<file path="src/rtl/power_warn_pkg.sv">
// shared constants, types and decode functions for the optical power warning thresholds
package power_warn_pkg;

   // ==========================================
   // serial link
   localparam logic [6:0] DEV_ADDR = 7'h51;
   localparam logic [3:0] BITS_PER_BYTE = 4'h8;
   localparam logic [7:0] UNMAPPED_READ = 8'h00;

   // ==========================================
   // byte offsets and reset value
   localparam logic [7:0] TX_HI_UPPER_OFS = 8'h1c;
   localparam logic [7:0] TX_HI_LOWER_OFS = 8'h1d;
   localparam logic [7:0] TX_LO_UPPER_OFS = 8'h1e;
   localparam logic [7:0] TX_LO_LOWER_OFS = 8'h1f;
   localparam logic [7:0] RX_HI_UPPER_OFS = 8'h24;
   localparam logic [7:0] RX_HI_LOWER_OFS = 8'h25;
   localparam logic [7:0] RX_LO_UPPER_OFS = 8'h26;
   localparam logic [7:0] RX_LO_LOWER_OFS = 8'h27;
   localparam logic [7:0] THR_RESET = 8'h00;
   localparam int THR_COUNT = 8;

   // ==========================================
   // storage index of each byte
   localparam logic [2:0] IDX_TX_HI_UPPER = 3'h0;
   localparam logic [2:0] IDX_TX_HI_LOWER = 3'h1;
   localparam logic [2:0] IDX_TX_LO_UPPER = 3'h2;
   localparam logic [2:0] IDX_TX_LO_LOWER = 3'h3;
   localparam logic [2:0] IDX_RX_HI_UPPER = 3'h4;
   localparam logic [2:0] IDX_RX_HI_LOWER = 3'h5;
   localparam logic [2:0] IDX_RX_LO_UPPER = 3'h6;
   localparam logic [2:0] IDX_RX_LO_LOWER = 3'h7;

   // ==========================================
   // weights, in nanowatts per bit
   localparam int UPPER_LSB_NW = 25600;
   localparam int LOWER_LSB_NW = 100;

   // ==========================================
   // types
   typedef enum logic [3:0] {
      ST_IDLE = 4'b0000,
      ST_ADDR = 4'b0001,
      ST_ADDR_ACK = 4'b0010,
      ST_PTR = 4'b0011,
      ST_PTR_ACK = 4'b0100,
      ST_WR = 4'b0101,
      ST_WR_ACK = 4'b0110,
      ST_RD = 4'b0111,
      ST_RD_ACK = 4'b1000
   } link_state_t;

   typedef struct packed {
      logic [7:0] tx_upper;
      logic [7:0] rx_upper;
   } meas_t;

   typedef struct packed {
      logic tx_hi;
      logic tx_lo;
      logic rx_hi;
      logic rx_lo;
   } warn_flags_t;

   typedef struct packed {
      logic [7:0] tx_hi;
      logic [7:0] tx_lo;
      logic [7:0] rx_hi;
      logic [7:0] rx_lo;
   } thr_upper_t;

   typedef struct packed {
      logic scl_rise;
      logic scl_fall;
      logic start;
      logic stop;
      logic sda;
   } line_ev_t;

   // ==========================================
   // decode
   function automatic logic reg_hit(input logic [7:0] addr);
      return (addr[7:2] == TX_HI_UPPER_OFS[7:2]) || (addr[7:2] == RX_HI_UPPER_OFS[7:2]);
   endfunction

   // the two banks differ in bit 3, the byte within a bank in bits 1:0
   function automatic logic [2:0] reg_idx(input logic [7:0] addr);
      return {~addr[3], addr[1:0]};
   endfunction

endpackage

</file>
<file path="src/rtl/i2c_line_sampler.sv">
// edge, start and stop detection on the two-wire serial pins
`timescale 1ns/1ps
module i2c_line_sampler (
   input wire logic clk,
   input wire logic nrst,
   input wire logic scl,
   input wire logic sda_i,
   output power_warn_pkg::line_ev_t ev
);
   import power_warn_pkg::*;

   // ==========================================
   // previous levels; idle bus reads high
   logic scl_ff;
   logic sda_ff;
   line_ev_t nxt_ev;

   assign nxt_ev.scl_rise = scl & ~scl_ff;
   assign nxt_ev.scl_fall = ~scl & scl_ff;
   // data moving while the clock stays high marks start or stop
   assign nxt_ev.start = scl & scl_ff & sda_ff & ~sda_i;
   assign nxt_ev.stop = scl & scl_ff & ~sda_ff & sda_i;
   assign nxt_ev.sda = sda_i;

   always_ff @(posedge clk or negedge nrst) begin
      if (!nrst) begin
         scl_ff <= 1'b1;
         sda_ff <= 1'b1;
         ev <= '0;
      end else begin
         scl_ff <= scl;
         sda_ff <= sda_i;
         ev <= nxt_ev;
      end
   end

endmodule // i2c_line_sampler

</file>
<file path="src/rtl/power_warn_thresholds.sv">
// optical power warning threshold bytes behind a two-wire serial slave
//
// What this block does
// - tx high threshold upper byte, 25.6 uW per bit, pairs with lower byte
// - tx high warning set when measured tx upper byte exceeds threshold upper byte
// - tx low threshold upper byte, 25.6 uW per bit, pairs with lower byte
// - tx low warning set when measured tx upper byte is below threshold upper byte
// - rx high threshold upper byte, 25.6 uW per bit, pairs with lower byte
// - rx high warning set when measured rx upper byte exceeds threshold upper byte
// - lower bytes, 0.1 uW per bit, read and write but never compared
// - thresholds are raw codes, compared directly; host converts limits first
// - rx low warning set when measured rx upper byte is below threshold upper byte
`timescale 1ns/1ps
module power_warn_thresholds (
   input wire logic clk,
   input wire logic nrst,
   input wire logic scl,
   input wire logic sda_i,
   output logic sda_o,
   output logic sda_oe_n,
   input power_warn_pkg::meas_t meas,
   input wire logic meas_valid,
   output power_warn_pkg::warn_flags_t flags
);
   import power_warn_pkg::*;

   // ==========================================
   // state
   line_ev_t ev;
   link_state_t st_ff;
   link_state_t nxt_st;
   logic [7:0] sh_ff;
   logic [7:0] nxt_sh;
   logic [3:0] cnt_ff;
   logic [3:0] nxt_cnt;
   logic rw_ff;
   logic nxt_rw;
   logic [7:0] ptr_ff;
   logic [7:0] nxt_ptr;
   logic drive_ff;
   logic nxt_drive;
   logic mack_ff;
   logic nxt_mack;
   logic [7:0] thr_ff [THR_COUNT];
   thr_upper_t thr_up;

   // ==========================================
   // decode
   wire logic byte_done = ev.scl_fall && (cnt_ff == BITS_PER_BYTE);
   wire logic [7:0] sh_in = {sh_ff[6:0], ev.sda};
   wire logic [3:0] cnt_inc = cnt_ff + 4'h1;
   wire logic [7:0] ptr_inc = ptr_ff + 8'h1;
   wire logic ptr_hit = reg_hit(ptr_ff);
   wire logic [2:0] ptr_idx = reg_idx(ptr_ff);
   // unmapped pointers still ack, read as zero and drop writes
   wire logic [7:0] rd_byte = ptr_hit ? thr_ff[ptr_idx] : UNMAPPED_READ;
   wire logic wr_pulse = (st_ff == ST_WR) && byte_done && ptr_hit;
   wire logic addr_match = sh_ff[7:1] == DEV_ADDR;

   i2c_line_sampler u_line (
      .clk(clk),
      .nrst(nrst),
      .scl(scl),
      .sda_i(sda_i),
      .ev(ev)
   );

   // ==========================================
   // serial protocol
   // sda is only driven or changed after a detected clock fall (a start or stop only releases it), so the master must keep
   // scl low for at least three clock periods
   always_comb begin
      nxt_st = st_ff;
      nxt_sh = sh_ff;
      nxt_cnt = cnt_ff;
      nxt_rw = rw_ff;
      nxt_ptr = ptr_ff;
      nxt_drive = drive_ff;
      nxt_mack = mack_ff;
      if (ev.stop) begin
         nxt_st = ST_IDLE;
         nxt_drive = 1'b0;
      end else if (ev.start) begin
         // a repeated start keeps the pointer for a following read
         nxt_st = ST_ADDR;
         nxt_cnt = 4'h0;
         nxt_drive = 1'b0;
      end else begin
         case (st_ff)
            ST_ADDR: begin
               if (ev.scl_rise) begin
                  nxt_sh = sh_in;
                  nxt_cnt = cnt_inc;
               end else if (byte_done) begin
                  if (addr_match) begin
                     nxt_rw = sh_ff[0];
                     nxt_drive = 1'b1;
                     nxt_st = ST_ADDR_ACK;
                  end else begin
                     nxt_st = ST_IDLE;
                  end
               end
            end
            ST_ADDR_ACK: begin
               if (ev.scl_fall) begin
                  nxt_cnt = 4'h0;
                  if (rw_ff) begin
                     nxt_sh = rd_byte;
                     nxt_drive = ~rd_byte[7];
                     nxt_st = ST_RD;
                  end else begin
                     nxt_drive = 1'b0;
                     nxt_st = ST_PTR;
                  end
               end
            end
            ST_PTR: begin
               if (ev.scl_rise) begin
                  nxt_sh = sh_in;
                  nxt_cnt = cnt_inc;
               end else if (byte_done) begin
                  nxt_ptr = sh_ff;
                  nxt_drive = 1'b1;
                  nxt_st = ST_PTR_ACK;
               end
            end
            ST_PTR_ACK, ST_WR_ACK: begin
               if (ev.scl_fall) begin
                  nxt_drive = 1'b0;
                  nxt_cnt = 4'h0;
                  nxt_st = ST_WR;
               end
            end
            ST_WR: begin
               if (ev.scl_rise) begin
                  nxt_sh = sh_in;
                  nxt_cnt = cnt_inc;
               end else if (byte_done) begin
                  nxt_ptr = ptr_inc;
                  nxt_drive = 1'b1;
                  nxt_st = ST_WR_ACK;
               end
            end
            ST_RD: begin
               if (ev.scl_rise) begin
                  nxt_cnt = cnt_inc;
               end else if (byte_done) begin
                  nxt_drive = 1'b0;
                  nxt_ptr = ptr_inc;
                  nxt_st = ST_RD_ACK;
               end else if (ev.scl_fall && cnt_ff != 4'h0) begin
                  nxt_sh = {sh_ff[6:0], 1'b0};
                  nxt_drive = ~sh_ff[6];
               end
            end
            ST_RD_ACK: begin
               if (ev.scl_rise) begin
                  nxt_mack = ev.sda;
               end else if (ev.scl_fall) begin
                  if (!mack_ff) begin
                     nxt_sh = rd_byte;
                     nxt_drive = ~rd_byte[7];
                     nxt_cnt = 4'h0;
                     nxt_st = ST_RD;
                  end else begin
                     nxt_st = ST_IDLE;
                  end
               end
            end
            default: begin
               nxt_st = st_ff;
            end
         endcase
      end
   end

   always_ff @(posedge clk or negedge nrst) begin
      if (!nrst) begin
         st_ff <= ST_IDLE;
         sh_ff <= 8'h00;
         cnt_ff <= 4'h0;
         rw_ff <= 1'b0;
         ptr_ff <= 8'h00;
         drive_ff <= 1'b0;
         mack_ff <= 1'b1;
      end else begin
         st_ff <= nxt_st;
         sh_ff <= nxt_sh;
         cnt_ff <= nxt_cnt;
         rw_ff <= nxt_rw;
         ptr_ff <= nxt_ptr;
         drive_ff <= nxt_drive;
         mack_ff <= nxt_mack;
      end
   end

   // open drain: only ever pull low
   assign sda_o = 1'b0;
   assign sda_oe_n = ~drive_ff;

   // ==========================================
   // threshold bytes; all eight are plain read/write storage
   always_ff @(posedge clk or negedge nrst) begin
      if (!nrst) begin
         for (int i = 0; i < THR_COUNT; i++) begin
            thr_ff[i] <= THR_RESET;
         end
      end else if (wr_pulse) begin
         thr_ff[ptr_idx] <= sh_ff;
      end
   end

   // only the upper bytes reach the compare; lower bytes stay out of it
   assign thr_up.tx_hi = thr_ff[IDX_TX_HI_UPPER];
   assign thr_up.tx_lo = thr_ff[IDX_TX_LO_UPPER];
   assign thr_up.rx_hi = thr_ff[IDX_RX_HI_UPPER];
   assign thr_up.rx_lo = thr_ff[IDX_RX_LO_UPPER];

   warn_compare u_cmp (
      .clk(clk),
      .nrst(nrst),
      .meas(meas),
      .meas_valid(meas_valid),
      .thr(thr_up),
      .flags(flags)
   );

   // ==========================================
   // checks
   a_tx_hi_store: assert property (@(posedge clk) disable iff (!nrst)
      (wr_pulse && ptr_idx == IDX_TX_HI_UPPER) |=> thr_ff[IDX_TX_HI_UPPER] == $past(sh_ff))
      else $error("tx high upper byte not stored");
   a_tx_lo_store: assert property (@(posedge clk) disable iff (!nrst)
      (wr_pulse && ptr_idx == IDX_TX_LO_UPPER) |=> thr_up.tx_lo == $past(sh_ff))
      else $error("tx low upper byte not stored");
   a_rx_hi_store: assert property (@(posedge clk) disable iff (!nrst)
      (wr_pulse && ptr_idx == IDX_RX_HI_UPPER) |=> thr_up.rx_hi == $past(sh_ff))
      else $error("rx high upper byte not stored");
   a_lower_kept: assert property (@(posedge clk) disable iff (!nrst)
      (wr_pulse && ptr_idx == IDX_TX_HI_LOWER) |=> thr_ff[IDX_TX_HI_LOWER] == $past(sh_ff)
      && $stable(thr_up))
      else $error("lower byte not stored or leaked into compare");
   a_ack_drive: assert property (@(posedge clk) disable iff (!nrst)
      (st_ff == ST_ADDR && byte_done && addr_match) |=> !sda_oe_n [*2])
      else $error("address ack not driven");

   // ==========================================
   // checks: threshold storage
   a_rx_lo_store: assert property (@(posedge clk) disable iff (!nrst)
      (wr_pulse && ptr_idx == IDX_RX_LO_UPPER) |=> thr_up.rx_lo == $past(sh_ff))
      else $error("rx low upper byte not stored");
   // every lower byte sits at an odd index, so bit 0 alone marks it
   a_lower_apart: assert property (@(posedge clk) disable iff (!nrst)
      (wr_pulse && ptr_idx[0]) |=> $stable(thr_up))
      else $error("lower byte write moved a compared threshold");
   a_thr_hold: assert property (@(posedge clk) disable iff (!nrst)
      !wr_pulse |=> $stable(thr_up))
      else $error("threshold changed without a write");

   // ==========================================
   // checks: pointer and write path
   a_ptr_load: assert property (@(posedge clk) disable iff (!nrst)
      (st_ff == ST_PTR && byte_done) |=> ptr_ff == $past(sh_ff))
      else $error("pointer byte not loaded");
   a_ptr_ack: assert property (@(posedge clk) disable iff (!nrst)
      (st_ff == ST_PTR && byte_done) |=> !sda_oe_n [*2])
      else $error("pointer ack not driven");
   a_ack_release: assert property (@(posedge clk) disable iff (!nrst)
      (st_ff == ST_PTR_ACK && ev.scl_fall) |=> sda_oe_n && st_ff == ST_WR)
      else $error("pointer ack not released");
   a_ptr_step: assert property (@(posedge clk) disable iff (!nrst)
      (st_ff == ST_WR && byte_done) |=> ptr_ff == $past(ptr_ff) + 8'h01)
      else $error("pointer did not step after a data byte");
   a_wr_ack: assert property (@(posedge clk) disable iff (!nrst)
      (st_ff == ST_WR && byte_done) |=> !sda_oe_n [*2])
      else $error("data ack not driven");

   // ==========================================
   // checks: read path and bus framing
   // the first data bit goes out on the ack fall, before any rise is counted
   a_rd_first: assert property (@(posedge clk) disable iff (!nrst)
      (st_ff == ST_ADDR_ACK && ev.scl_fall && rw_ff) |=> sda_oe_n == $past(rd_byte[7]))
      else $error("first read bit wrong");
   a_rd_shift: assert property (@(posedge clk) disable iff (!nrst)
      (st_ff == ST_RD && ev.scl_fall && !byte_done && cnt_ff != 4'h0)
      |=> sda_oe_n == $past(sh_ff[6]))
      else $error("read bit not shifted out");
   a_rd_release: assert property (@(posedge clk) disable iff (!nrst)
      (st_ff == ST_RD && byte_done) |=> sda_oe_n && st_ff == ST_RD_ACK)
      else $error("line not released for host ack");
   a_mack_take: assert property (@(posedge clk) disable iff (!nrst)
      (st_ff == ST_RD_ACK && ev.scl_rise) |=> mack_ff == $past(ev.sda))
      else $error("host ack not sampled");
   a_nack_end: assert property (@(posedge clk) disable iff (!nrst)
      (st_ff == ST_RD_ACK && ev.scl_fall && mack_ff) |=> st_ff == ST_IDLE)
      else $error("read went on after host nack");
   // a refused address must leave the line free for whoever is addressed
   a_bad_addr: assert property (@(posedge clk) disable iff (!nrst)
      (st_ff == ST_ADDR && byte_done && !addr_match) |=> st_ff == ST_IDLE && sda_oe_n)
      else $error("foreign address not ignored");
   a_start_addr: assert property (@(posedge clk) disable iff (!nrst)
      ev.start |=> st_ff == ST_ADDR && cnt_ff == 4'h0 && sda_oe_n)
      else $error("start did not open an address byte");
   a_stop_idle: assert property (@(posedge clk) disable iff (!nrst)
      ev.stop |=> st_ff == ST_IDLE && sda_oe_n)
      else $error("stop did not free the line");

endmodule // power_warn_thresholds

</file>
<file path="src/rtl/warn_compare.sv">
// upper-byte magnitude compares that drive the four warning flags
`timescale 1ns/1ps
module warn_compare (
   input wire logic clk,
   input wire logic nrst,
   input power_warn_pkg::meas_t meas,
   input wire logic meas_valid,
   input power_warn_pkg::thr_upper_t thr,
   output power_warn_pkg::warn_flags_t flags
);
   import power_warn_pkg::*;

   // ==========================================
   // compares on raw codes, no calibration applied
   warn_flags_t cmp;

   assign cmp.tx_hi = meas.tx_upper > thr.tx_hi;
   assign cmp.tx_lo = meas.tx_upper < thr.tx_lo;
   assign cmp.rx_hi = meas.rx_upper > thr.rx_hi;
   assign cmp.rx_lo = meas.rx_upper < thr.rx_lo;

   // flags follow the latest result, they are not sticky here
   always_ff @(posedge clk or negedge nrst) begin
      if (!nrst) begin
         flags <= '0;
      end else if (meas_valid) begin
         flags <= cmp;
      end
   end

   // ==========================================
   // checks
   a_tx_hi_flag: assert property (@(posedge clk) disable iff (!nrst)
      meas_valid |=> flags.tx_hi == ($past(meas.tx_upper) > $past(thr.tx_hi)))
      else $error("tx high warning does not match compare");
   a_tx_lo_flag: assert property (@(posedge clk) disable iff (!nrst)
      meas_valid |=> flags.tx_lo == ($past(meas.tx_upper) < $past(thr.tx_lo)))
      else $error("tx low warning does not match compare");
   a_rx_hi_flag: assert property (@(posedge clk) disable iff (!nrst)
      meas_valid |=> flags.rx_hi == ($past(meas.rx_upper) > $past(thr.rx_hi)))
      else $error("rx high warning does not match compare");
   a_rx_lo_flag: assert property (@(posedge clk) disable iff (!nrst)
      meas_valid |=> flags.rx_lo == ($past(meas.rx_upper) < $past(thr.rx_lo)))
      else $error("rx low warning does not match compare");
   a_flag_hold: assert property (@(posedge clk) disable iff (!nrst)
      !meas_valid |=> $stable(flags))
      else $error("warning flags changed without a new result");
   a_raw_equal: assert property (@(posedge clk) disable iff (!nrst)
      (meas_valid && meas.tx_upper == thr.tx_hi && meas.rx_upper == thr.rx_lo)
      |=> !flags.tx_hi && !flags.rx_lo)
      else $error("equal raw code raised a warning");

endmodule // warn_compare

</file>
<file path="config.mk">
export PLATFORM = sky130hd
export DESIGN_NAME = power_warn_thresholds
export DESIGN_NICKNAME = d
export VERILOG_FILES = /design/src/rtl/power_warn_pkg.sv /design/src/rtl/i2c_line_sampler.sv /design/src/rtl/power_warn_thresholds.sv /design/src/rtl/warn_compare.sv
export SDC_FILE = /design/constraint.sdc
export NUM_CORES = 1
export LEC_CHECK = 0
export BUFFER_PORTS_ARGS = -buffer_cell sky130_fd_sc_hd__buf_2
export CORE_UTILIZATION = 58
export CTS_BUF_LIST = sky130_fd_sc_hd__clkbuf_2
export DETAILED_ROUTE_END_ITERATION = 8
export PLACE_DENSITY_LB_ADDON = 0.25
export SETUP_SLACK_MARGIN = 0.5
export SYNTH_ARGS = -nofsm -noshare
export SYNTH_HDL_FRONTEND = slang
export SYNTH_SLANG_ARGS = --single-unit
</file>
<file path="constraint.sdc">
create_clock -name clk -period 2.2 [get_ports clk]
set_input_delay 0.33 -clock clk [delete_from_list [all_inputs] [get_ports clk]]
set_output_delay 0.33 -clock clk [all_outputs]
set_load 0.02 [all_outputs]
</file>
# Word level (Yosys, flattened, before mapping)
# Cells that the tools add are included.
[word_totals]
regBits = 102
output_inout_bits = 6
[classes]
addsub = 2
order_cmp = 6
eq_ne = 47
muxes = 64
bitwise_logic = 19
reduce_logical = 25
[op_table]
columns = ["op", "count"]
rows = [
  ["8-bit 2-to-1 mux", 17],
  ["4-bit 2-to-1 mux", 20],
  ["64-bit bitwise mux", 1],
  ["8-bit case mux with 4 select lines", 1],
  ["4-bit case mux with 7 select lines", 1],
  ["13-bit AND reduction", 2],
  ["8-bit binary-select mux with 3-bit select", 1],
  ["8-bit demux with 3-bit select", 1],
  ["4-bit by 2-bit != test with 1-bit output (second input constant)", 6],
  ["4-bit != test (second input constant)", 6],
  ["2-bit != test (second input constant)", 9],
  ["4-bit by 3-bit == test with 1-bit output (second input constant)", 4],
  ["8-bit greater-than comparator", 2],
  ["8-bit less-than comparator", 2],
  ["1-bit 2-to-1 mux", 16],
  ["4-bit by 1-bit != test with 1-bit output (second input constant)", 4],
  ["8-bit case mux with 2 select lines", 1],
  ["7-bit AND reduction", 2],
  ["4-bit case mux with 3 select lines", 1],
  ["12-bit AND reduction", 1],
  ["4-bit nonzero test", 3],
  ["1-bit NOT", 11],
  ["3-bit by 1-bit != test with 1-bit output (second input constant)", 3],
  ["9-bit nonzero test", 1],
  ["28 further kinds", 47],
]

# Longest topological paths before layout
[depth]
word_depth = 13
ltp_mapped = 10

# Cells and area by module
# Synthesis repeated with hierarchy kept, for this count alone.
[unflattened]
hier_cells = 560
hier_area_um2 = 6080.8
[modules_own_cells]
columns = ["mod", "instances", "cells_per_inst", "area_per_inst_um2"]
rows = [
  ["power_warn_thresholds", 1, 430, 4911.0],
  ["warn_compare", 1, 119, 959.7],
  ["i2c_line_sampler", 1, 11, 210.2],
]

# Worst setup path after synthesis
# No wires, ideal clock.
[synth_timing]
kind = "register -> register"
from = "reg cnt_ff[0]"
to = "reg thr_ff[56] in the netlist's numbering"
setup_time_ns = 0.125
arrival_ns = 2.067
required_ns = 2.075
setup_slack_ns = 0.009
stages_incl_launch_ff = 9
period_less_slack_ns = 2.191
cell_sequence = "dfrtp_1 inv_1 ha_1 and2b_1 nand3_2 nor4_4 nand2_2 nor3_4 mux2_2"
[synth_between]
elab_chain_len = 4
[synth_rtl]
columns = ["item", "line", "source"]
rows = [
  ["from (decl)", "power_warn_thresholds.sv:34", "logic [3:0] cnt_ff;"],
  ["from (signal assigned)", "power_warn_thresholds.sv:189", "cnt_ff <= nxt_cnt;"],
  ["4-bit == test", "power_warn_thresholds.sv:49", "wire logic byte_done = ev.scl_fall && (cnt_ff == BITS_PER_BYTE);"],
  ["1-bit logical AND", "power_warn_thresholds.sv:49", ""],
  ["1-bit logical AND (2 in a row)", "power_warn_thresholds.sv:57", "wire logic wr_pulse = (st_ff == ST_WR) && byte_done && ptr_hit;"],
  ["to (signal, indexed assignment)", "power_warn_thresholds.sv:206", "thr_ff[i] <= THR_RESET;"],
  ["to (signal, indexed assignment)", "power_warn_thresholds.sv:209", "thr_ff[ptr_idx] <= sh_ff;"],
  ["to (decl)", "power_warn_thresholds.sv:44", "logic [7:0] thr_ff [THR_COUNT];"],
]
# Every way passes these cells.
# A chain may end at the register's enable or synchronous reset.

# Final worst setup path
[layout_timing]
from = "reg ptr_ff[3]"
to = "reg thr_ff[40] in the netlist's numbering"
[layout_between]
elab_chain_len = 7
word_cells_on_any_way = 12
classes_between = "2 x order compare; 2 x eq/ne; 3 x mux; 2 x bitwise; 3 x reduce/logical"
[layout_rtl]
columns = ["item", "line", "source"]
rows = [
  ["from (decl)", "power_warn_thresholds.sv:38", "logic [7:0] ptr_ff;"],
  ["from (signal assigned)", "power_warn_thresholds.sv:191", "ptr_ff <= nxt_ptr;"],
  ["1-bit NOT", "power_warn_pkg.sv:88", "return {~addr[3], addr[1:0]};"],
  ["3-bit NOT with 4-bit output (not written as such)", "power_warn_thresholds.sv:209", ""],
  ["4-bit greater-or-equal comparator (not written as such) / 4-bit by 1-bit less-than comparator with 1-bit output (equally long branches)", "power_warn_thresholds.sv:209", ""],
  ["1-bit logical AND (not written as such)", "power_warn_thresholds.sv:209", ""],
  ["8-bit 2-to-1 mux (not written as such)", "power_warn_thresholds.sv:209", ""],
  ["8-bit demux with 3-bit select", "power_warn_thresholds.sv:209", ""],
  ["64-bit bitwise mux", "power_warn_thresholds.sv:209", ""],
]
# Several ways; a longest one is shown, not always the timed one.

==> key figures <==
Routing
  – TritonRoute pass-1 iters: 5
  – Routed WL: 16.0 mm
  – DR WL/cell: 20.4 um
  – DR iter-0 viols: 332
  – Via count: 4,829
  – DRC viols: 0
  – Vias/cell: 6.14
  – Post-DRT Antenna Nets: 0

Clock network
  – Later-pin clock latency in the skew report: 0.63 ns
  – CTS tree: built
  – Clock root cell: clkbuf_2
  – H-tree levels: 3
  – Clock Path Buffers: 2
  – Clock transition at the registers of the reported paths: 0.28 ns
  – Total CTS buffers: 9
  – Sink Count: 102

Worst setup path
  – Critical path peak fanout: 8
  – CP max stage delay: 0.47 ns
  – Worst r2r src: ptr_ff[3]
  – Crit-path cells: and3b_1 > o211ai_1 > nor4_2 > buf_4 > nand4b_1 > buf_4 > mux2_2
  – WS Path Type: reg -> reg
  – CP bufs+invs: 2
  – Critical path origin: ptr_ff[3]
  – Cell mode on critical path: buf_4
  – Slowest-stage cell, CP: dfrtp_1
  – CP delay by family, top: flip-flops
  – CP Launch Type: flop
  – R2R Path End: thr_ff[40]
  – Worst r2r path cells: 7
  – Worst path arrival time: 2.66 ns
  – R2R Setup Slk: 0.09 ns
  – Req. time, crit path: 2.75 ns
  – Crit end category: flop

Layout
  – Final core occ: 73.9%
  – Layout overhead on the synthesized area: 22.7%
  – Layout cells sized above 1: 35.5%
  – FILL cells: 704
  – Nets: 702
  – Antenna cells: 0

Yosys
  – Ys flop type: dfrtp_1
  – Yosys top cell area share: 41.9%
  – Avg Inst Size Synth: 10.3 um2
  – Mapped Cells: 575
  – Synth unique cells: 59
  – Post-synth EDFFs: 0
  – Synth Cell Area: 5910 um2
  – #FFs+latches synth: 102
  – Sequential-to-total area share from yosys stat: 43.2%
  – Ys Warns: 0
  – FFs w/ async S/R, synth: 100%
  – Net count after synthesis: 629
  – Area leader, netlist: dfrtp_1
  – Area contributors post-synth: dfrtp_1 42%, mux2_2 14%, ha_1 7.0%, o21ai_0 4.3%, nand2_1 2.7%

Hold path
  – Worst Hold Path EP: u_cmp.flags[2]
  – Hold Crit Depth: 5
  – Worst hold start: meas[14]
  – Tightest Hold Check Type: in -> reg

Floorplanning
  – Total Die Area: 10,600 um2
  – FP Rows: 36
  – Die extent in y: 103 um
  – Core area: 9820 um2
  – Width of the chip: 103 um
  – # IOs: 27
  – Initial Util: 60.2%

GRT
  – Overall routing resource usage: 32.3%
  – Initial antenna violation count: 0
  – First-pass GRT wire length: 25.1 mm
  – Via count of the first global-routing pass: 4,786
  – Largest net degree at the start of global routing: 44
  – Global route overflow: 0

Job
  – Max-capacitance violation count: 0

STA
  – Clk_skew: 0.0263 ns
  – Final WS setup: 0.0898 ns
  – Period utilization: 95.9%
  – Final hold vios: 0
  – RSZ-0062 raised after global routing: yes
  – WHS: 0.0884 ns
  – Worst slew pin tran: 0.545 ns
  – Worst slew margin: 63.5%
  – Count of pins over their slew limit: 0
  – Setup violations, final: 0
  – Fmax achieved: 474 MHz
  – Final Critical Period: 2.11 ns

Power
  – Pwr dens: 509 nW/um2
  – Pwr Total: 3.69 mW
  – IR drop worst, VDD: 0.000446 V
  – Leakage power: 3.34 nW

Placed design
  – DP HPWL: 10.8 mm
  – Pre-CTS WS: 0.0271 ns
  – GPL Wtd Cong: 0.941
  – Buffers on Ports: 25

Status
  – Status: finished, final reports clean
-- how the worst max path moves through the flow --
stage	cells after the start	slack [ns]	end
after global placement	9	0.10	thr_ff[42]
after floorplan	8	0.07	thr_ff[56]
after global routing	10	-0.04	ptr_ff[0]
after detailed placement	9	0.03	thr_ff[41]
final	7	0.09	thr_ff[40]
after CTS	10	0.07	ptr_ff[0]
-- cell type report --
cell class	instances	area, um2	share of cell area [%]
multi-input combinational	401	3450	47.6
sequential	102	2560	35.3
timing repair buffer	95	772	10.6
tap	133	166	2.29
inverter	39	146	2.02
clock inverter	6	109	1.50
clock buffer	10	50.0	0.690
-- worst reg2reg max path: cells and delay by family (launching register included) --
| family | cells | cell delay (ns) |
|---|---|---|
| compound gates | 1 | 0.47 |
| flops | 1 | 0.47 |
| simple gates | 3 | 0.40 |
| mux | 1 | 0.35 |
| buf+inv | 2 | 0.35 |
-- through the flow --
stage | area (um2) | instances | setup TNS, ns
after floorplan | 5970 | 575 | 0
after CTS | 7020 | 778 | 0
after global placement | 6480 | 743 | 0
final | 7250 | 786 | 0
after detailed placement | 6480 | 743 | 0
after global routing | 7250 | 786 | -0.0940
-- state kept, by name, indices dropped and copies added (netlist names) --
register and cells:
cnt_ff 4, drive_ff 1, mack_ff 1, ptr_ff 8
rw_ff 1, sh_ff 8, st_ff 4, thr_ff 64
u_cmp.flags 4, u_line.ev 5, u_line.scl_ff 1, u_line.sda_ff 1
-- cell families (layout without fill, tap and decap cells) --
| logic type | Yosys count | in the layout | share of synthesized area [%] |
|---|---|---|---|
| other | 1 | 1 | 0.0634 |
| buffers and inverters | 73 | 150 | 4.93 |
| flip-flops | 102 | 102 | 43.2 |
| adder cells (fa/ha/maj) | 33 | 33 | 6.98 |
| AO/OA/AOI/OAI | 138 | 138 | 14.3 |
| multiplexers | 86 | 86 | 17.3 |
| AND/OR/NAND/NOR | 142 | 143 | 13.2 |
-- power by group --
part	switching [mW]	total [mW]	internal [mW]	leakage, nW
sequential	0.0520	1.98	1.93	1.39
clock	0.648	1.14	0.494	0.0963
combinational	0.337	0.567	0.231	1.85
total	1.04	3.69	2.66	3.34
-- synth_stat cells, drive strengths merged, types with 12 or more instances --
master,count
ha,33
clkbuf,20
nor2,23
inv,39
o21ai,51
dfrtp,99
nand3,12
nand2b,15
a21oi,29
nand2,44
buf,14
mux2,71
-- routing by layer --
layer  up-vias  part of all wire [%]  GRT usage (%)
li1       2210                     -              -
met1      2431                    44           45.6
met2       172                    48           50.0
met3        16                   7.0           6.78
met4         0                   1.2           10.2
met5         -                     0              0
-- cells in the final DEF, fill, tap and decap left out, types with 12 or more instances in the layout --
| cell | instances |
|---|---|
| ha_1 | 33 |
| mux2_4 | 37 |
| a21oi_1 | 22 |
| o21ai_0 | 37 |
| buf_2 | 24 |
| inv_1 | 39 |
| buf_4 | 52 |
| nand2_1 | 42 |
| o21ai_1 | 12 |
| mux2_2 | 34 |
| nor2_1 | 20 |
| dfrtp_1 | 97 |
| nand2b_1 | 13 |
-- what timing repair did --
action | CTS | global route
endpoints found under the hold margin | 99 | 0
pin swaps | 13 | 14
gates resized for setup | 52 | 50
buffers inserted | 14 | 8
setup endpoints to repair | 91 | 92
hold buffers | 4 | 0
gates cloned | 1 | 0
Power figures use the tool's default switching activity.
